`config.mk`:
```
export PLATFORM = sky130hd
export DESIGN_NAME = adc_ctrl
export DESIGN_NICKNAME = d
export VERILOG_FILES = /design/src/verilog/adc_ctrl.v /design/src/verilog/conv_clk_div.v /design/src/verilog/sar_core.v
export VERILOG_INCLUDE_DIRS = /design/src /design/src/verilog
export SDC_FILE = /design/constraint.sdc
export NUM_CORES = 1
export LEC_CHECK = 0
export ABC_CLOCK_PERIOD_IN_PS = 5500
export BUFFER_PORTS_ARGS = -buffer_cell sky130_fd_sc_hd__buf_4
export CORE_ASPECT_RATIO = 1.75
export CORE_MARGIN = 1.5
export CORE_UTILIZATION = 50
export DETAILED_ROUTE_END_ITERATION = 8
export PLACE_DENSITY = 0.72
export RECOVER_POWER = 50
export SLEW_MARGIN = 10
export SYNTH_ARGS = -nofsm -noshare
export SYNTH_HDL_FRONTEND = slang
export SYNTH_SLANG_ARGS = --single-unit
export TNS_END_PERCENT = 20
```
`constraint.sdc`:
```
create_clock -name SYS_CLK -period 5.5 [get_ports SYS_CLK]
set_input_delay 1.1 -clock SYS_CLK [delete_from_list [all_inputs] [get_ports SYS_CLK]]
set_output_delay 1.1 -clock SYS_CLK [all_outputs]
set_load 0.03 [all_outputs]
```
`src/verilog/adc_ctrl_defs.vh`:
```
/*
 * Register offsets, field positions, reset values and timing counts of the
 * converter control block.
 * Assumes a 100 MHz system clock and APB byte addresses of 12 bits.
 */
`ifndef ADC_CTRL_DEFS_VH
`define ADC_CTRL_DEFS_VH

// ****************************************
// Register byte offsets
// ****************************************
`define OFF_MODE_CTRL_0      12'h000
`define OFF_TRIGGER_CTRL     12'h004
`define OFF_REFERENCE_CTRL   12'h008
`define OFF_UPPER_LIMIT      12'h00c
`define OFF_LOWER_LIMIT      12'h010
`define OFF_CHANNEL_SELECT   12'h014
`define OFF_RESULT           12'h018
`define OFF_STATUS           12'h01c
`define OFF_CLOCK_GATE       12'h020

// ****************************************
// Field positions
// ****************************************
`define M0_START     7
`define M0_SCAN      6
`define M0_FR_HI     5
`define M0_FR_LO     3
`define M0_LV_HI     2
`define M0_LV_LO     1
`define M0_CMP_EN    0
`define TR_MODE_HI   7
`define TR_MODE_LO   6
`define TR_ONESHOT   5
`define RF_POS_HI    7
`define RF_POS_LO    6
`define RF_NEG       5
`define RF_OUTSIDE   3
`define RF_RES8      0
`define CS_INTERNAL  7
`define CS_CODE_HI   4
`define ST_FLAG      0
`define ST_CFG_ERR   1
`define ST_BUSY      2

// ****************************************
// Writable bits and reset values
// ****************************************
`define MASK_MODE_CTRL_0     8'hff
`define MASK_TRIGGER_CTRL    8'he0
`define MASK_REFERENCE_CTRL  8'he9
`define MASK_CHANNEL_SELECT  8'h9f
`define RST_MODE_CTRL_0      8'h00
`define RST_TRIGGER_CTRL     8'h00
`define RST_REFERENCE_CTRL   8'h00
`define RST_UPPER_LIMIT      8'hff
`define RST_LOWER_LIMIT      8'h00
`define RST_CHANNEL_SELECT   8'h00

// ****************************************
// Codes
// ****************************************
`define POS_REF_INTERNAL     2'h2
`define POS_REF_BAD          2'h3
`define CODE_TEMP_SENSOR     5'h00
`define CODE_INT_REF         5'h01
`define CODE_LAST_LOW        5'h03
`define CODE_FIRST_HIGH      5'h10
`define CODE_AMP_OUT         5'h17
`define SCAN_LAST_IDX        2'h3

// ****************************************
// Timing
// ****************************************
`define CLK_PERIOD_NS        10
`define STAB_TIME_NS         1000
`define STAB_CYCLES          ((`STAB_TIME_NS + `CLK_PERIOD_NS - 1) / `CLK_PERIOD_NS)
`define DIV_FR0              6'd63
`define DIV_FR1              6'd31
`define DIV_FR2              6'd15
`define DIV_FR3              6'd7
`define DIV_FR4              6'd5
`define DIV_FR5              6'd4
`define DIV_FR6              6'd3
`define DIV_FR7              6'd1
`define SAMPLE_TICKS_N1      4'd9
`define SAMPLE_TICKS_N2      4'd7

`endif

```
`src/verilog/adc_ctrl.v`:
```
/*
 * Converter control block: APB register file, trigger and scan sequencer,
 * reference and channel selection, limit window check on each result.
 * Assumes the analog front end answers COMP_IN within one cycle of a
 * change of DAC_CODE; HW_TRIGGER and COMP_IN are asynchronous pins.
 */
`timescale 1ns/1ps
`include "adc_ctrl_defs.vh"

module adc_ctrl (
    input  wire        SYS_CLK,
    input  wire        RESET,
    input  wire        PSEL,
    input  wire        PENABLE,
    input  wire        PWRITE,
    input  wire [11:0] PADDR,
    input  wire [31:0] PWDATA,
    output reg  [31:0] PRDATA,
    output wire        PREADY,
    output wire        PSLVERR,
    input  wire        HW_TRIGGER,
    input  wire        COMP_IN,
    output wire [4:0]  CHANNEL_SEL,
    output wire        INTERNAL_SRC,
    output wire [1:0]  POS_REF_SEL,
    output wire        NEG_REF_SEL,
    output wire        COMP_ENABLE,
    output wire        SAMPLE,
    output wire [9:0]  DAC_CODE,
    output reg         CONV_END_IRQ
);

    // ****************************************
    // Declarations
    // ****************************************
    localparam F_IDLE = 2'h0;
    localparam F_TRIG = 2'h1;
    localparam F_STAB = 2'h2;
    localparam F_CONV = 2'h3;
    localparam [31:0] STAB_LOAD = `STAB_CYCLES - 1;

    reg  [7:0]  mode0_q;
    reg  [7:0]  trig_q;
    reg  [7:0]  ref_q;
    reg  [7:0]  upper_q;
    reg  [7:0]  lower_q;
    reg  [7:0]  chan_q;
    reg  [15:0] result_q;
    reg         flag_q;
    reg         gate_q;
    reg  [1:0]  fsm_q;
    reg  [1:0]  idx_q;
    reg  [7:0]  stab_q;
    reg         go_q;
    reg         start_clr;
    reg         win_hit;
    reg  [2:0]  trig_s;
    reg         trig_lvl_q;
    reg  [2:0]  comp_s;
    reg         comp_lvl_q;
    reg         win_q;
    reg         evt_q;
    wire        setup;
    wire        wr;
    wire        mapped;
    wire        cfg_wr;
    wire        trig_edge;
    wire        sar_done;
    wire        conv_tick;
    wire        cfg_ok;
    wire        scan;
    wire        hw_mode;
    wire        wait_mode;
    wire        oneshot;
    wire        run_ok;
    wire [4:0]  code;
    wire [4:0]  cur_code;
    wire [7:0]  res_hi;
    wire [7:0]  status;

    // ****************************************
    // Decoding helpers
    // ****************************************
    function chan_valid;
        input       iss;
        input [4:0] c;
        begin
            if (iss)
                chan_valid = (c == `CODE_TEMP_SENSOR) || (c == `CODE_INT_REF);
            else
                chan_valid = (c <= `CODE_LAST_LOW) ||
                             (c >= `CODE_FIRST_HIGH && c <= `CODE_AMP_OUT);
        end
    endfunction

    function is_mapped;
        input [11:0] a;
        begin
            case (a)
                `OFF_MODE_CTRL_0, `OFF_TRIGGER_CTRL, `OFF_REFERENCE_CTRL,
                `OFF_UPPER_LIMIT, `OFF_LOWER_LIMIT, `OFF_CHANNEL_SELECT,
                `OFF_RESULT, `OFF_STATUS, `OFF_CLOCK_GATE: is_mapped = 1'b1;
                default: is_mapped = 1'b0;
            endcase
        end
    endfunction

    // ****************************************
    // Configuration decode
    // ****************************************
    assign scan      = mode0_q[`M0_SCAN];
    assign hw_mode   = trig_q[`TR_MODE_HI];
    assign wait_mode = trig_q[`TR_MODE_HI] & trig_q[`TR_MODE_LO];
    assign oneshot   = trig_q[`TR_ONESHOT];
    assign code      = chan_q[`CS_CODE_HI:0];
    assign cur_code  = scan ? (code + {3'h0, idx_q}) : code;

    // Prohibited settings never start a conversion
    assign cfg_ok = (ref_q[`RF_POS_HI:`RF_POS_LO] != `POS_REF_BAD) &&
                    !mode0_q[`M0_LV_HI] &&
                    !(ref_q[`RF_POS_HI:`RF_POS_LO] == `POS_REF_INTERNAL &&
                      chan_q[`CS_INTERNAL]) &&
                    chan_valid(chan_q[`CS_INTERNAL], code) &&
                    (!scan || (!chan_q[`CS_INTERNAL] &&
                     chan_valid(1'b0, code + 5'h03) &&
                     (code == 5'h00 || code >= `CODE_FIRST_HIGH)));

    assign run_ok = gate_q & mode0_q[`M0_START] & mode0_q[`M0_CMP_EN] & cfg_ok;

    assign CHANNEL_SEL  = cur_code;
    assign INTERNAL_SRC = chan_q[`CS_INTERNAL];
    assign POS_REF_SEL  = ref_q[`RF_POS_HI:`RF_POS_LO];
    assign NEG_REF_SEL  = ref_q[`RF_NEG];
    assign COMP_ENABLE  = mode0_q[`M0_CMP_EN] & gate_q;

    // ****************************************
    // Pin synchronisers
    // ****************************************
    // A change counts once stages two and three agree
    always @(posedge SYS_CLK or posedge RESET) begin
        if (RESET) begin
            trig_s     <= 3'h0;
            trig_lvl_q <= 1'b0;
            comp_s     <= 3'h0;
            comp_lvl_q <= 1'b0;
        end else begin
            trig_s <= {trig_s[1:0], HW_TRIGGER};
            comp_s <= {comp_s[1:0], COMP_IN};
            if (trig_s[1] == trig_s[2]) begin
                trig_lvl_q <= trig_s[2];
            end
            if (comp_s[1] == comp_s[2]) begin
                comp_lvl_q <= comp_s[2];
            end
        end
    end

    assign trig_edge = (trig_s[1] == trig_s[2]) & trig_s[2] & ~trig_lvl_q;

    // ****************************************
    // APB slave
    // ****************************************
    // Zero wait states; read data is captured in the setup cycle
    assign setup   = PSEL & ~PENABLE;
    assign wr      = PSEL & PENABLE & PWRITE;
    assign mapped  = is_mapped(PADDR);
    assign PREADY  = 1'b1;
    assign PSLVERR = PSEL & PENABLE & ~mapped;
    assign cfg_wr  = wr & gate_q;
    assign res_hi  = result_q[15:8];
    assign status  = {5'h00, (fsm_q != F_IDLE), ~cfg_ok, flag_q};

    always @(posedge SYS_CLK or posedge RESET) begin
        if (RESET) begin
            PRDATA <= 32'h0000_0000;
        end else if (setup) begin
            case (PADDR)
                `OFF_MODE_CTRL_0:    PRDATA <= {24'h0, gate_q ? mode0_q : 8'h00};
                `OFF_TRIGGER_CTRL:   PRDATA <= {24'h0, gate_q ? trig_q : 8'h00};
                `OFF_REFERENCE_CTRL: PRDATA <= {24'h0, gate_q ? ref_q : 8'h00};
                `OFF_UPPER_LIMIT:    PRDATA <= {24'h0, gate_q ? upper_q : 8'h00};
                `OFF_LOWER_LIMIT:    PRDATA <= {24'h0, gate_q ? lower_q : 8'h00};
                `OFF_CHANNEL_SELECT: PRDATA <= {24'h0, gate_q ? chan_q : 8'h00};
                `OFF_RESULT:         PRDATA <= {16'h0, gate_q ? result_q : 16'h0000};
                `OFF_STATUS:         PRDATA <= {24'h0, status};
                `OFF_CLOCK_GATE:     PRDATA <= {31'h0, gate_q};
                default:             PRDATA <= 32'h0000_0000;
            endcase
        end
    end

    // ****************************************
    // Register file
    // ****************************************
    always @(posedge SYS_CLK or posedge RESET) begin
        if (RESET) begin
            mode0_q <= `RST_MODE_CTRL_0;
            trig_q  <= `RST_TRIGGER_CTRL;
            ref_q   <= `RST_REFERENCE_CTRL;
            upper_q <= `RST_UPPER_LIMIT;
            lower_q <= `RST_LOWER_LIMIT;
            chan_q  <= `RST_CHANNEL_SELECT;
            gate_q  <= 1'b0;
        end else begin
            if (wr && PADDR == `OFF_CLOCK_GATE) begin
                gate_q <= PWDATA[0];
            end
            if (cfg_wr) begin
                case (PADDR)
                    `OFF_MODE_CTRL_0:    mode0_q <= PWDATA[7:0] & `MASK_MODE_CTRL_0;
                    `OFF_TRIGGER_CTRL:   trig_q  <= PWDATA[7:0] & `MASK_TRIGGER_CTRL;
                    // Rewrite of a live reference relies on software going via 00
                    `OFF_REFERENCE_CTRL: ref_q   <= PWDATA[7:0] & `MASK_REFERENCE_CTRL;
                    `OFF_UPPER_LIMIT:    upper_q <= PWDATA[7:0];
                    `OFF_LOWER_LIMIT:    lower_q <= PWDATA[7:0];
                    `OFF_CHANNEL_SELECT: chan_q  <= PWDATA[7:0] & `MASK_CHANNEL_SELECT;
                    default: ;
                endcase
            end
            // Hardware clear after a one-shot pass loses to a software write
            if (start_clr && !(cfg_wr && PADDR == `OFF_MODE_CTRL_0)) begin
                mode0_q[`M0_START] <= 1'b0;
            end
        end
    end

    // ****************************************
    // Window check
    // ****************************************
    // Compares the upper eight result bits, which both resolutions fill
    always @* begin
        if (ref_q[`RF_OUTSIDE])
            win_hit = (res_hi < lower_q) || (res_hi > upper_q);
        else
            win_hit = (res_hi >= lower_q) && (res_hi <= upper_q);
    end

    // ****************************************
    // Sequencer
    // ****************************************
    always @(posedge SYS_CLK or posedge RESET) begin
        if (RESET) begin
            fsm_q        <= F_IDLE;
            idx_q        <= 2'h0;
            stab_q       <= 8'h00;
            go_q         <= 1'b0;
            start_clr    <= 1'b0;
            result_q     <= 16'h0000;
            flag_q       <= 1'b0;
            CONV_END_IRQ <= 1'b0;
        end else begin
            go_q         <= 1'b0;
            start_clr    <= 1'b0;
            CONV_END_IRQ <= evt_q;
            // Set wins over a write-one clear in the same cycle
            if (wr && PADDR == `OFF_STATUS && PWDATA[`ST_FLAG]) begin
                flag_q <= 1'b0;
            end
            if (evt_q) begin
                flag_q <= 1'b1;
            end
            if (!run_ok) begin
                fsm_q <= F_IDLE;
                idx_q <= 2'h0;
            end else begin
                case (fsm_q)
                    F_IDLE: begin
                        idx_q <= 2'h0;
                        // A finished one-shot pass must not restart before start clears
                        if (start_clr) begin
                            fsm_q <= F_IDLE;
                        end else if (hw_mode) begin
                            fsm_q <= F_TRIG;
                        end else begin
                            fsm_q <= F_CONV;
                            go_q  <= 1'b1;
                        end
                    end
                    F_TRIG: begin
                        if (trig_edge) begin
                            if (wait_mode) begin
                                fsm_q  <= F_STAB;
                                stab_q <= STAB_LOAD[7:0];
                            end else begin
                                fsm_q <= F_CONV;
                                go_q  <= 1'b1;
                            end
                        end
                    end
                    F_STAB: begin
                        if (stab_q == 8'h00) begin
                            fsm_q <= F_CONV;
                            go_q  <= 1'b1;
                        end else begin
                            stab_q <= stab_q - 8'h01;
                        end
                    end
                    F_CONV: begin
                        if (sar_done) begin
                            // 8-bit results keep the low byte at zero
                            result_q <= {DAC_CODE, 6'h00} &
                                        (ref_q[`RF_RES8] ? 16'hff00 : 16'hffc0);
                            go_q     <= 1'b1;
                            if (scan && idx_q != `SCAN_LAST_IDX) begin
                                idx_q <= idx_q + 2'h1;
                            end else begin
                                idx_q <= 2'h0;
                                if (oneshot) begin
                                    go_q      <= 1'b0;
                                    fsm_q     <= hw_mode && !wait_mode ? F_TRIG : F_IDLE;
                                    start_clr <= !(hw_mode && !wait_mode);
                                end else if (hw_mode) begin
                                    go_q  <= 1'b0;
                                    fsm_q <= F_TRIG;
                                end
                            end
                        end
                    end
                    default: fsm_q <= F_IDLE;
                endcase
            end
        end
    end

    // Event waits one cycle so the window sees the stored result
    always @(posedge SYS_CLK or posedge RESET) begin
        if (RESET) begin
            win_q <= 1'b0;
        end else begin
            win_q <= (fsm_q == F_CONV) && sar_done && run_ok;
        end
    end

    always @(posedge SYS_CLK or posedge RESET) begin
        if (RESET) begin
            evt_q <= 1'b0;
        end else begin
            evt_q <= win_q & win_hit;
        end
    end

    // ****************************************
    // Conversion engine
    // ****************************************
    conv_clk_div u_div (
        .clk     (SYS_CLK),
        .rst     (RESET),
        .run     (fsm_q == F_CONV),
        .div_sel (mode0_q[`M0_FR_HI:`M0_FR_LO]),
        .tick    (conv_tick)
    );

    sar_core u_sar (
        .clk      (SYS_CLK),
        .rst      (RESET),
        .tick     (conv_tick),
        .go       (go_q),
        .abort    (!run_ok),
        .res8     (ref_q[`RF_RES8]),
        .level2   (mode0_q[`M0_LV_LO]),
        .comp_hi  (comp_lvl_q),
        .sample   (SAMPLE),
        .dac_code (DAC_CODE),
        .done     (sar_done)
    );

endmodule

```
`src/verilog/conv_clk_div.v`:
```
/*
 * Conversion clock divider: one-cycle enable pulse at the system clock
 * divided by 64, 32, 16, 8, 6, 5, 4 or 2.
 * Assumes the divide select is steady while enabled.
 */
`timescale 1ns/1ps
`include "adc_ctrl_defs.vh"

module conv_clk_div (
    input  wire       clk,
    input  wire       rst,
    input  wire       run,
    input  wire [2:0] div_sel,
    output reg        tick
);

    reg  [5:0] cnt_q;

    function [5:0] div_limit;
        input [2:0] sel;
        begin
            case (sel)
                3'h0: div_limit = `DIV_FR0;
                3'h1: div_limit = `DIV_FR1;
                3'h2: div_limit = `DIV_FR2;
                3'h3: div_limit = `DIV_FR3;
                3'h4: div_limit = `DIV_FR4;
                3'h5: div_limit = `DIV_FR5;
                3'h6: div_limit = `DIV_FR6;
                default: div_limit = `DIV_FR7;
            endcase
        end
    endfunction

    always @(posedge clk or posedge rst) begin
        if (rst) begin
            cnt_q <= 6'h00;
            tick  <= 1'b0;
        end else if (!run) begin
            cnt_q <= 6'h00;
            tick  <= 1'b0;
        end else if (cnt_q >= div_limit(div_sel)) begin
            cnt_q <= 6'h00;
            tick  <= 1'b1;
        end else begin
            cnt_q <= cnt_q + 6'h01;
            tick  <= 1'b0;
        end
    end

endmodule

```
`src/verilog/sar_core.v`:
```
/*
 * Successive approximation engine: a sampling phase, then one trial bit
 * per two conversion ticks, most significant first.
 * Assumes the comparator level arrives already synchronised.
 */
`timescale 1ns/1ps
`include "adc_ctrl_defs.vh"

module sar_core (
    input  wire       clk,
    input  wire       rst,
    input  wire       tick,
    input  wire       go,
    input  wire       abort,
    input  wire       res8,
    input  wire       level2,
    input  wire       comp_hi,
    output reg        sample,
    output reg  [9:0] dac_code,
    output reg        done
);

    localparam S_IDLE   = 2'h0;
    localparam S_SAMPLE = 2'h1;
    localparam S_BITS   = 2'h2;

    reg  [1:0] state_q;
    reg  [3:0] cnt_q;
    reg        phase_q;
    reg  [3:0] bit_q;

    always @(posedge clk or posedge rst) begin
        if (rst) begin
            state_q  <= S_IDLE;
            cnt_q    <= 4'h0;
            phase_q  <= 1'b0;
            bit_q    <= 4'h0;
            sample   <= 1'b0;
            dac_code <= 10'h000;
            done     <= 1'b0;
        end else begin
            done <= 1'b0;
            if (abort) begin
                state_q <= S_IDLE;
                sample  <= 1'b0;
            end else begin
                case (state_q)
                    S_IDLE: begin
                        if (go) begin
                            state_q  <= S_SAMPLE;
                            sample   <= 1'b1;
                            cnt_q    <= level2 ? `SAMPLE_TICKS_N2 : `SAMPLE_TICKS_N1;
                            dac_code <= 10'h000;
                        end
                    end
                    S_SAMPLE: begin
                        if (tick) begin
                            if (cnt_q == 4'h0) begin
                                state_q <= S_BITS;
                                sample  <= 1'b0;
                                bit_q   <= 4'h9;
                                phase_q <= 1'b0;
                            end else begin
                                cnt_q <= cnt_q - 4'h1;
                            end
                        end
                    end
                    S_BITS: begin
                        if (tick) begin
                            phase_q <= ~phase_q;
                            if (!phase_q) begin
                                dac_code[bit_q] <= 1'b1;
                            end else begin
                                // Input below trial level: drop the bit
                                if (!comp_hi) begin
                                    dac_code[bit_q] <= 1'b0;
                                end
                                // 8-bit results stop after bit 2
                                if (bit_q == (res8 ? 4'h2 : 4'h0)) begin
                                    state_q <= S_IDLE;
                                    done    <= 1'b1;
                                end else begin
                                    bit_q <= bit_q - 4'h1;
                                end
                            end
                        end
                    end
                    default: state_q <= S_IDLE;
                endcase
            end
        end
    end

endmodule

```
Word-level counts from Yosys, hierarchy flattened:

Cells that the tools add are included.

* add/subtract/negate cells: 7
* order comparisons: 13
* equality and inequality tests: 50
* multiplexer cells: 98
* bitwise operators: 22
* reduce and logical (&&, ||, !) cells: 66

Operators by type and width (number)
* 16-bit case mux with 9 select lines: 1
* 8-bit 2-to-1 mux: 12
* 12-bit by 5-bit equality test with 1-bit output (second input constant): 4
* 6-bit case mux with 7 select lines: 1
* 10-bit 2-to-1 mux: 4
* 2-bit 2-to-1 mux: 20
* 4-bit 2-to-1 mux: 9
* 1-bit 2-to-1 mux: 35
* 5-bit AND reduction: 5
* 12-bit by 4-bit equality test with 1-bit output (second input constant): 2
* 3-bit inequality test (second input constant): 7
* 1-bit logical AND: 20
* 2-bit inequality test (second input constant): 10
* 10-bit case mux with 2 select lines: 1
* 6-bit 2-to-1 mux: 3
* 16-bit AND: 1
* 16-bit 2-to-1 mux: 1
* 4-bit case mux with 2 select lines: 2
* 8-bit case mux with 2 select lines: 1
* 2-bit AND reduction: 8
* 2-bit nonzero test: 8
* 1-bit AND: 13
* 12-bit by 3-bit equality test with 1-bit output (second input constant): 1
* 12-bit by 6-bit equality test with 1-bit output (second input constant): 1
* other kinds (52): 86

* register bits after elaboration: 143
* logic and storage cells: 288

Logic depth before layout (Yosys ltp):

Gate-level depths: netlist of the first run.

* word-level depth: 11
* mapped depth: 9
* gate-level depth less buffers: 8

Cells and area by module:

From an unflattened synthesis of the first run, not the netlist that was laid out.

* cells, all modules: 693
* area, all modules: 6985.4 um2

By module, submodules not included
* adc_ctrl: instances 1, cells an instance 494, area an instance 5106.1 um2, sequential area each 2287.2 um2
* sar_core: instances 1, cells an instance 151, area an instance 1387.6 um2, sequential area each 575.6 um2
* conv_clk_div: instances 1, cells an instance 48, area an instance 491.7 um2, sequential area each 175.2 um2

Least setup slack after synthesis of the first run:

Ideal clock, no wire load.

* path kind: input to output
* from: input port PADDR[9]
* to: output port PSLVERR
* data arrival time: 2.019 ns
* data required time: 4.400 ns
* setup slack: 2.381 ns
* cell stages on the path: 3
* path buffers: 0
* cell sequence: nor4_2 > nand4_1 > and3_1

* longest elaborated chain between the ends: 5
* elaborated cells between the ends (all ways): 13
* those cells by class: 8 x eq/ne; 1 x mux; 2 x bitwise; 2 x reduce/logical

Ends and longest elaborated chain
* start: declaration: line adc_ctrl.v:16 `input wire [11:0] PADDR,`
* 12-bit by 6-bit equality test with 1-bit output, or another cell as far along: line adc_ctrl.v:99 `case (a)`
* 9-bit OR reduction *: line adc_ctrl.v:99
* 1-bit 2-to-1 mux *: line adc_ctrl.v:99
* 1-bit NOT *: line adc_ctrl.v:168 `assign PSLVERR = PSEL & PENABLE & ~mapped;`
* 1-bit AND *: line adc_ctrl.v:168
* end: declaration: line adc_ctrl.v:20 `output wire PSLVERR,`

Every way passes the cells marked *; elsewhere a longest branch is shown, timed or not.

Final worst setup path of the first run:

Ends and elaborated chain as after synthesis.

==> results of run 1 <==
kinds of logic (layout without fill, tap and decap cells):
group,Yosys count,in the layout
compound gates,179,179
xor+xnor,9,9
fa+ha+maj,44,44
buf+inv,94,143
flops,121,121
mux,39,39
other cells,2,17
simple gates,225,225
flip-flops by register name (all words and copies together) (netlist names), 2 cells and up:
signal,cells
u_sar.state_q,2
comp_s,3
fsm_q,2
idx_q,2
result_q,10
u_sar.cnt_q,4
trig_q,3
u_sar.bit_q,4
u_div.cnt_q,6
mode0_q,8
upper_q,8
PRDATA,16
trig_s,3
stab_q,8
u_sar.dac_code,10
ref_q,5
chan_q,6
lower_q,8
area by class of cell:
class / count / area [um2]
fillers: 1190 / 5590
multi-input cells: 513 / 3490
flip-flops and latches: 121 / 3040
clock buffers: 21 / 470
repair buffers: 66 / 375
well taps: 174 / 218
inverters: 46 / 174
clock inverters: 10 / 96.3
worst max path at each step:
stage | start | endpoint | slack (ns)
2_1_floorplan | RESET | CONV_END_IRQ | 1.20
3_3_place_gp | PADDR[9] | PSLVERR | 1.99
3_5_place_dp | PADDR[9] | PSLVERR | 1.93
4_1_cts | PADDR[9] | PSLVERR | 1.94
5_1_grt | RESET | lower_q[3] | 1.43
6_report | PADDR[9] | PSLVERR | 1.96
metrics by stage:
step	hold WS (ns)	instances	worst slack, ns	util	area (um2)
floorplan	0.331	728	1.20	-	6960
global placement	0.337	920	1.99	0.551	7420
detailed placement	0.347	920	1.93	0.551	7420
CTS	0.360	951	1.94	0.594	7990
global route	0.362	951	1.43	0.585	7860
finish	0.356	951	1.96	0.585	7860
power breakdown:
group / internal, uW / leakage (uW) / total [uW] / switching (uW)
clock: 654 / 0.000267 / 1060 / 404
sequential: 896 / 0.00158 / 898 / 1.98
combinational: 21.0 / 0.00177 / 81.1 / 60.1
layout by cell type, fill, tap and decap left out, drive strengths merged, types with 11 or more instances in the layout:
| cell type | count |
|---|---|
| dfrtp | 113 |
| o21ai | 60 |
| nand2 | 60 |
| clkbuf | 56 |
| nor2 | 46 |
| inv | 45 |
| ha | 42 |
| a21oi | 33 |
| mux2 | 32 |
| buf | 31 |
| nor3 | 19 |
| conb | 17 |
| nand3 | 16 |
| nor2b | 14 |
| o41ai | 14 |
| a22o | 13 |
| o31ai | 11 |
routing by layer:
metal / vias up / share of wire / GRT usage
met3: 52 / 0.041 / 0.0420
met2: 180 / 0.52 / 0.446
met1: 2687 / 0.38 / 0.261
li1: 2645 / - / -
met5: - / 0 / 0
met4: 0 / 0.057 / 0.175
==> results.sh, run 1 <==
export IMPL_routedWlPerCell_um=18.5
export IMPL_routed_wl_mm=17.6
export IMPL_min_delay_start="trig_s[0]"
export IMPL_ys_seq_elements=121
export IMPL_max_stage_delay_ns=0.52
export IMPL_yosysSeqAreaShare=0.440
export IMPL_end_kind="output port"
export IMPL_hold_class="register to register"
export IMPL_cts_root_buf="clkbuf_16"
export IMPL_gp_congestion=0.949
export IMPL_diodes=0
export IMPL_rows=56
export IMPL_drive_above_1_share=0.156
export IMPL_first_global_vias=5567
export IMPL_ir_worst_vdd_mv=0.191
export IMPL_p_leak_uw=0.00361
export IMPL_reg2reg_slack_ns=2.02
export IMPL_period_share=0.644
export IMPL_finClkSkew_ns=0.00946
export IMPL_synth_edff_count=0
export IMPL_drv_slew=82
export IMPL_cts_clk_slew_worst_paths_ns=0.05
export IMPL_path_delay_family="simple AND/OR/NAND/NOR gates"
export IMPL_worstPathRequired_ns=4.40
export IMPL_ys_warn_count=0
export IMPL_fmax_mhz=282
export IMPL_core_area_um2=13500
export IMPL_r2r_start="chan_q[1]"
export IMPL_io_pins=107
export IMPL_ff2ff_path_depth=8
export IMPL_overflow=0
export IMPL_cts_max_level=4
export IMPL_whs_endpoint="trig_s[1]"
export IMPL_vias=5564
export IMPL_cts_hold_buf=0
export IMPL_worstPathArrival_ns=2.44
export IMPL_synth_top_family_by_area="simple AND/OR/NAND/NOR gates"
export IMPL_fin_setup_tns_ns=0
export IMPL_viasPerCell=5.85
export IMPL_layout_min_cycle_time_ns=3.54
export IMPL_crit_chain="buf_4 > nor4_2 > nand4_1 > and3_1 > buf_4"
export IMPL_p_per_area_nw_per_um2=259
export IMPL_cp_num_buf_inv=2
export IMPL_clk_path_buf_depth=2
export IMPL_ys_flop_type="dfrtp_1"
export IMPL_cp_common_cell="buf_4"
export IMPL_syn_area_per_cell_um2=9.69
export IMPL_drc=0
export IMPL_rsz0062_at_grt="false"
export IMPL_start_util=0.513
export IMPL_hpwl_mm=13.0
export IMPL_worst_slew_pin_slew_ns=3.60
export IMPL_cts_buffers=17
export IMPL_r2r_end="result_q[7]"
export IMPL_drtPass1Iterations=5
export IMPL_grt_use_total=0.248
export IMPL_cts_setup_buffers=0
export IMPL_post_synth_mux_area_share=0.0623
export IMPL_synth_distinct_cells=68
export IMPL_clk_latency_ns=0.42
export IMPL_cts_tree="done"
export IMPL_synth_commonest_cells="dfrtp_1 (113), o21ai_0 (60), nand2_1 (59)"
export IMPL_crit_type="input pin to output port"
export IMPL_hold_depth=0
export IMPL_die_w_um=91.8
export IMPL_die_area_um2=14600
export IMPL_area_growth_pct=13.9
export IMPL_synth_compound_area_frac=0.171
export IMPL_status="complete, but fails checks"
export IMPL_synth_top_area_cell="dfrtp_1"
export IMPL_drtIter0Drc=318
export IMPL_io_buffers=65
export IMPL_synth_top_area_frac=0.409
export IMPL_yosys_top_cells_area="dfrtp_1 (41%), ha_1 (7.6%), mux2_2 (5.2%), o21ai_0 (4.3%), nand2_1 (3.2%)"
export IMPL_maxCapViolCount=1
export IMPL_max_slew_margin=-1.42
export IMPL_synthesis_area_um2=6910
export IMPL_synth_most_common_cell="dfrtp_1"
export IMPL_synthSimpleGateAreaFrac=0.172
export IMPL_synth_xor_area_share=0.0114
export IMPL_cp_start_kind="input pin"
export IMPL_finalHoldViolations=0
export IMPL_violations="capacitance limit, slew limit"
export IMPL_cts_resized=0
export IMPL_worstPathMaxFanout=5
export IMPL_detail_route_antenna_nets=0
export IMPL_grt_pass1_wl_mm=27.7
export IMPL_grt_start_max_net_pins=82
export IMPL_async_flop_share=1.00
export IMPL_die_h_um=158
export IMPL_setup_viol=0
export IMPL_syn_inst=713
export IMPL_synth_adder_area_share=0.0804
export IMPL_nets=859
export IMPL_cp_num_cells=5
export IMPL_p_total_uw=2040
export IMPL_antenna_found_initial=0
export IMPL_slowest_stage="nor4_2"
export IMPL_clkSinkCount=121
Note: power is estimated with default switching activity, not from simulation.
==> run 2: changes to the inputs <==
--- a/config.mk
+++ b/config.mk
@@ -6,13 +6,14 @@
 export SDC_FILE = /design/constraint.sdc
 export NUM_CORES = 1
 export LEC_CHECK = 0
-export ABC_CLOCK_PERIOD_IN_PS = 5500
+export ABC_AREA = 1
+export ABC_CLOCK_PERIOD_IN_PS = 3400
 export BUFFER_PORTS_ARGS = -buffer_cell sky130_fd_sc_hd__buf_4
 export CORE_ASPECT_RATIO = 1.75
 export CORE_MARGIN = 1.5
 export CORE_UTILIZATION = 50
 export DETAILED_ROUTE_END_ITERATION = 8
-export PLACE_DENSITY = 0.72
+export PLACE_DENSITY = 0.71
 export RECOVER_POWER = 50
 export SLEW_MARGIN = 10
 export SYNTH_ARGS = -nofsm -noshare
==> constraint.sdc (replaced) <==
create_clock -name SYS_CLK -period 3.4 [get_ports SYS_CLK]
set_input_delay 0.68 -clock SYS_CLK [delete_from_list [all_inputs] [get_ports SYS_CLK]]
set_output_delay 0.68 -clock SYS_CLK [all_outputs]
set_load 0.03 [all_outputs]
==> run 2 against run 1 <==
Effect of this change: the flow still finishes with violations (capacitance limit, slew limit); largest cell class unchanged; global-route usage is 0.20 points lower; synthesized cell count is 30% higher; critical path type is now register to output port; die area is 5.5% higher.
==> results.sh, run 2 <==
export IMPL_period_share=0.892
export IMPL_synth_edff_count=0
export IMPL_finalHoldViolations=0
export IMPL_grt_pass1_wl_mm=29.1
export IMPL_maxCapViolCount=1
export IMPL_antenna_found_initial=0
export IMPL_worst_slew_pin_slew_ns=1.73
export IMPL_setup_viol=0
export IMPL_cts_max_level=4
export IMPL_p_total_uw=3500
export IMPL_clk_path_buf_depth=2
export IMPL_cts_tree="done"
export IMPL_async_flop_share=1.00
export IMPL_layout_min_cycle_time_ns=3.03
export IMPL_synth_top_area_cell="dfrtp_1"
export IMPL_worstPathArrival_ns=2.35
export IMPL_viasPerCell=5.29
export IMPL_largest_reg_flops=16
export IMPL_fin_setup_tns_ns=0
export IMPL_status="complete, but fails checks"
export IMPL_hold_class="register to register"
export IMPL_area_growth_pct=15.9
export IMPL_seq_power_share=0.416
export IMPL_final_common_cell="nand2_1"
export IMPL_hpwl_mm=13.3
export IMPL_vias=6254
export IMPL_p_leak_uw=0.00428
export IMPL_routedWlPerCell_um=14.9
export IMPL_regMostFlops="PRDATA"
export IMPL_nets=1084
export IMPL_seqCellArea_um2=3040
export IMPL_ir_worst_vdd_mv=0.368
export IMPL_drv_slew=37
export IMPL_post_synth_mux_area_share=0
export IMPL_cts_root_buf="clkbuf_16"
export IMPL_grt_use_total=0.246
export IMPL_cts_setup_buffers=0
export IMPL_cts_buffers=17
export IMPL_syn_inst=924
export IMPL_drtPass1Iterations=5
export IMPL_synth_most_common_cell="nand2_1"
export IMPL_die_h_um=163
export IMPL_p_per_area_nw_per_um2=413
export IMPL_ys_seq_elements=121
export IMPL_drtIter0Drc=350
export IMPL_max_slew_margin=-0.158
export IMPL_routed_wl_mm=17.6
export IMPL_first_global_vias=6206
export IMPL_start_util=0.510
export IMPL_final_core_util=0.591
export IMPL_synth_top_area_frac=0.388
export IMPL_die_area_um2=15300
export IMPL_end_kind="output port"
export IMPL_rsz0062_at_grt="false"
export IMPL_multi_input_area_um2=3590
export IMPL_p_switching_uw=738
export IMPL_io_pins=107
export IMPL_drc=0
export IMPL_synth_xor_area_share=0.0192
export IMPL_finClkSkew_ns=0.00816
export IMPL_grt_start_max_net_pins=38
export IMPL_cts_resized=0
export IMPL_synth_distinct_cells=51
export IMPL_detail_route_antenna_nets=0
export IMPL_clk_latency_ns=0.41
export IMPL_mostFrequentLayoutCells="nand2_1 (205), inv_1 (117), dfrtp_1 (113)"
export IMPL_core_area_um2=14300
export IMPL_p_comb_frac=0.036
export IMPL_io_buffers=65
export IMPL_ys_warn_count=0
export IMPL_p_clk_frac=0.549
export IMPL_fmax_mhz=330
export IMPL_worstPathRequired_ns=2.72
export IMPL_overflow=0
export IMPL_fillerInstances=1300
export IMPL_yosys_top_cells_area="dfrtp_1 (39%), nand2_1 (11%), ha_1 (7.2%), o21ai_0 (6.7%), inv_1 (6.1%)"
export IMPL_violations="capacitance limit, slew limit"
export IMPL_worstPathMaxFanout=9
export IMPL_synth_compound_area_frac=0.127
export IMPL_synth_adder_area_share=0.0762
export IMPL_cts_hold_buf=0
export IMPL_reg_top3="PRDATA x16, result_q x10, u_sar.dac_code x10"
export IMPL_synth_commonest_cells="nand2_1 (205), inv_1 (118), dfrtp_1 (113)"
export IMPL_rows=58
export IMPL_cp_start_kind="register"
export IMPL_die_w_um=94.3
export IMPL_clkSinkCount=121
export IMPL_crit_type="register to output port"
export IMPL_swShare=0.211
export IMPL_drive_above_1_share=0.144
export IMPL_synth_top_family_by_area="simple AND/OR/NAND/NOR gates"
export IMPL_gp_congestion=1.00
export IMPL_yosysSeqAreaShare=0.417
export IMPL_diodes=0
export IMPL_synthSimpleGateAreaFrac=0.261
export IMPL_cts_clk_slew_worst_paths_ns=0.05
export IMPL_ys_flop_type="dfrtp_1"
export IMPL_internal_power_uw=2760
export IMPL_syn_area_per_cell_um2=7.89
export IMPL_reg2reg_slack_ns=0.90
export IMPL_synthesis_area_um2=7290
run 2: area by class of cell:
class                   count  share of cell area
repair buffers             72              0.0611
well taps                 180              0.0266
clock buffers              23              0.0565
multi-input cells         656               0.425
inverters                 122              0.0545
clock inverters             8              0.0169
flip-flops and latches    121               0.359
run 2: worst paths after layout:
kind	depth (start not counted)	end	from
worst min-delay path	0	trig_s[1]	trig_s[0]
max in group asynchronous	3	result_q[12]	RESET
min in group asynchronous	2	stab_q[5]	RESET
worst max register to register	14	result_q[15]	chan_q[1]
worst max-delay path	7	CHANNEL_SEL[4]	chan_q[0]
worst min register to register	0	trig_s[1]	trig_s[0]
run 2: through the flow:
step,hold WS [ns],instances,worst slack [ns],cell area [um2]
after global routing,0.359,1182,0.234,8450
after global placement,0.333,1151,0.560,7890
after detailed placement,0.336,1151,0.544,7890
after floorplan,0.331,939,0.626,7350
after CTS,0.348,1182,0.350,8510
final,0.347,1182,0.366,8450
run 2: logic make-up after synthesis:
logic type | after synthesis
AO/OA/AOI/OAI | 165
XOR/XNOR | 16
adder cells (fa/ha/maj) | 44
buffers and inverters | 162
flip-flops | 121
other | 2
AND/OR/NAND/NOR | 414
run 2: critical path, stage by stage, from the launching register on:
cell and delay (ns):
dfrtp_1 0.52, ha_1 0.23, inv_1 0.06, fa_1 0.36, or2_2 0.32, nor2_1 0.11, xor2_1 0.16, buf_4 0.18
run 2: power by group through the flow:
stage          clock network [uW]  registers, uW  logic, uW
4_1_cts                      1940           1450        132
3_5_place_dp                    0           1480        132
5_1_grt                      2000           1450        140
2_1_floorplan                   0           1480       91.9
3_3_place_gp                    0           1480        130
6_report                     1920           1450        125
run 2: layer usage:
metal  routed length [um]  share of wire  track usage
met2                 9350           0.53        0.452
met3                  692          0.039       0.0392
met5                    0              0            0
met1                 6840           0.39        0.268
met4                  698          0.040        0.121
==> run 3: changes to the inputs <==
--- a/config.mk
+++ b/config.mk
@@ -13,6 +13,7 @@
 export CORE_MARGIN = 1.5
 export CORE_UTILIZATION = 50
 export DETAILED_ROUTE_END_ITERATION = 8
+export GPL_TIMING_DRIVEN = 0
 export PLACE_DENSITY = 0.71
 export RECOVER_POWER = 50
 export SLEW_MARGIN = 10
==> run 3 against run 2 <==
Effect of this change: largest power group unchanged; critical path type unchanged; die area did not move; the run still ends with capacitance limit, slew limit left; fmax fell by 0.12%; core utilization increased by 1.8 points.
==> results.sh, run 3 (synthesis results as in run 2) <==
export IMPL_clk_latency_ns=0.41
export IMPL_hold_depth=0
export IMPL_finClkSkew_ns=0.0101
export IMPL_finalHoldViolations=0
export IMPL_cts_resized=0
export IMPL_crit_chain="ha_1 > inv_1 > fa_1 > or2_2 > nor2_1 > xor2_1 > buf_4"
export IMPL_die_area_um2=15300
export IMPL_whs_endpoint="trig_s[1]"
export IMPL_gp_congestion=0.980
export IMPL_p_per_area_nw_per_um2=408
export IMPL_min_delay_start="trig_s[0]"
export IMPL_cts_max_level=4
export IMPL_path_delay_family="adder cells"
export IMPL_cts_clk_slew_worst_paths_ns=0.06
export IMPL_diodes=0
export IMPL_p_leak_uw=0.00444
export IMPL_vias=6489
export IMPL_hpwl_mm=14.1
export IMPL_fillerInstances=1326
export IMPL_nets=1120
export IMPL_fin_setup_tns_ns=0
export IMPL_cp_start_kind="register"
export IMPL_clk_path_buf_depth=2
export IMPL_worstPathArrival_ns=2.36
export IMPL_start_util=0.510
export IMPL_ff2ff_path_depth=11
export IMPL_io_buffers=65
export IMPL_largest_reg_flops=16
export IMPL_fmax_mhz=329
export IMPL_setup_viol=0
export IMPL_area_growth_pct=19.4
export IMPL_grt_pass1_wl_mm=30.5
export IMPL_viasPerCell=5.32
export IMPL_maxCapViolCount=2
export IMPL_routedWlPerCell_um=15.1
export IMPL_grt_start_max_net_pins=38
export IMPL_final_core_util=0.609
export IMPL_slowest_stage="dfrtp_1"
export IMPL_max_stage_delay_ns=0.53
export IMPL_post_place_ws_ns=0.511
export IMPL_rows=58
export IMPL_worstPathMaxFanout=9
export IMPL_die_h_um=163
export IMPL_clkSinkCount=121
export IMPL_overflow=0
export IMPL_max_slew_margin=-0.191
export IMPL_violations="capacitance limit, slew limit"
export IMPL_worst_slew_pin_slew_ns=1.79
export IMPL_ir_worst_vdd_mv=0.343
export IMPL_final_common_cell="nand2_1"
export IMPL_status="complete, but fails checks"
export IMPL_drtIter0Drc=363
export IMPL_period_share=0.894
export IMPL_die_w_um=94.3
export IMPL_cp_num_buf_inv=2
export IMPL_io_pins=107
export IMPL_mostFrequentLayoutCells="nand2_1 (205), inv_1 (117), dfrtp_1 (113)"
export IMPL_r2r_start="chan_q[1]"
export IMPL_cts_setup_buffers=0
export IMPL_rsz0062_at_grt="false"
export IMPL_worstPathRequired_ns=2.72
export IMPL_core_area_um2=14300
export IMPL_hold_class="register to register"
export IMPL_reg_top3="PRDATA x16, result_q x10, u_sar.dac_code x10"
export IMPL_antenna_found_initial=0
export IMPL_regMostFlops="PRDATA"
export IMPL_drv_slew=72
export IMPL_drtPass1Iterations=5
export IMPL_reg2reg_slack_ns=0.95
export IMPL_cts_tree="done"
export IMPL_cp_num_cells=7
export IMPL_drc=0
export IMPL_setup_ws_ns=0.362
export IMPL_drive_above_1_share=0.163
export IMPL_first_global_vias=6461
export IMPL_layout_min_cycle_time_ns=3.04
export IMPL_detail_route_antenna_nets=0
export IMPL_crit_type="register to output port"
export IMPL_r2r_end="u_sar.dac_code[8]"
export IMPL_cts_hold_buf=0
export IMPL_cts_buffers=17
export IMPL_grt_use_total=0.257
export IMPL_routed_wl_mm=18.4
export IMPL_cts_root_buf="clkbuf_16"
export IMPL_end_kind="output port"
## run 3: cell types whose count changed in the layout (fill, tap and decap cells not counted), sizes merged
| cell | delta |
|---|---|
| clkinv | +1 |
| clkbuf | +6 |
| inv | +1 |
| buf | +26 |
| dlymetal6s4s | +2 |
| clkinvlp | +1 |
## run 3: how the worst max path moves through the flow
stage / from / to / slack [ns]
global placement: RESET / win_q / 0.41
finish: chan_q[0] / CHANNEL_SEL[4] / 0.36
global route: RESET / u_sar.state_q[0] / 0.17
detailed placement: PADDR[6] / PSLVERR / 0.51
CTS: chan_q[0] / CHANNEL_SEL[4] / 0.36
floorplan: PADDR[11] / PSLVERR / 0.63
## run 3: report_power, final
group | internal [uW] | leakage [uW] | switching (uW)
Sequential | 1450 | 0.00163 | 3.31
Clock | 1290 | 0.000309 | 674
Combinational | 46.4 | 0.00250 | 99.9
Total | 2780 | 0.00444 | 777
## run 3: layout make-up
type	count	area (um2)	share of cell area
Inverter	122	460	0.0529
Clock inverter	11	168	0.0193
Buffer	40	259	0.0297
Sequential cell	121	3040	0.349
Timing Repair Buffer	68	495	0.0569
Multi-Input combinational cell	656	3590	0.413
Tap cell	180	225	0.0259
Clock buffer	21	470	0.0540
## run 3: through the flow
| step | hold WS (ns) | std cells | area (um2) | total power, uW |
|---|---|---|---|---|
| final | 0.344 | 1219 | 8710 | 3560 |
| after global routing | 0.353 | 1219 | 8710 | 3660 |
| after CTS | 0.348 | 1219 | 8760 | 3580 |
| after detailed placement | 0.338 | 1187 | 8130 | 1630 |
| after global placement | 0.332 | 1184 | 8070 | 1620 |
| after floorplan | 0.331 | 939 | 7350 | 1570 |
## run 3: layer usage
metal / GRT usage / share of wire / up-vias
li1: - / - / 3194
met1: 0.275 / 0.38 / 3048
met2: 0.472 / 0.54 / 190
met3: 0.0369 / 0.040 / 57
met4: 0.140 / 0.043 / 0
met5: 0 / 0 / -
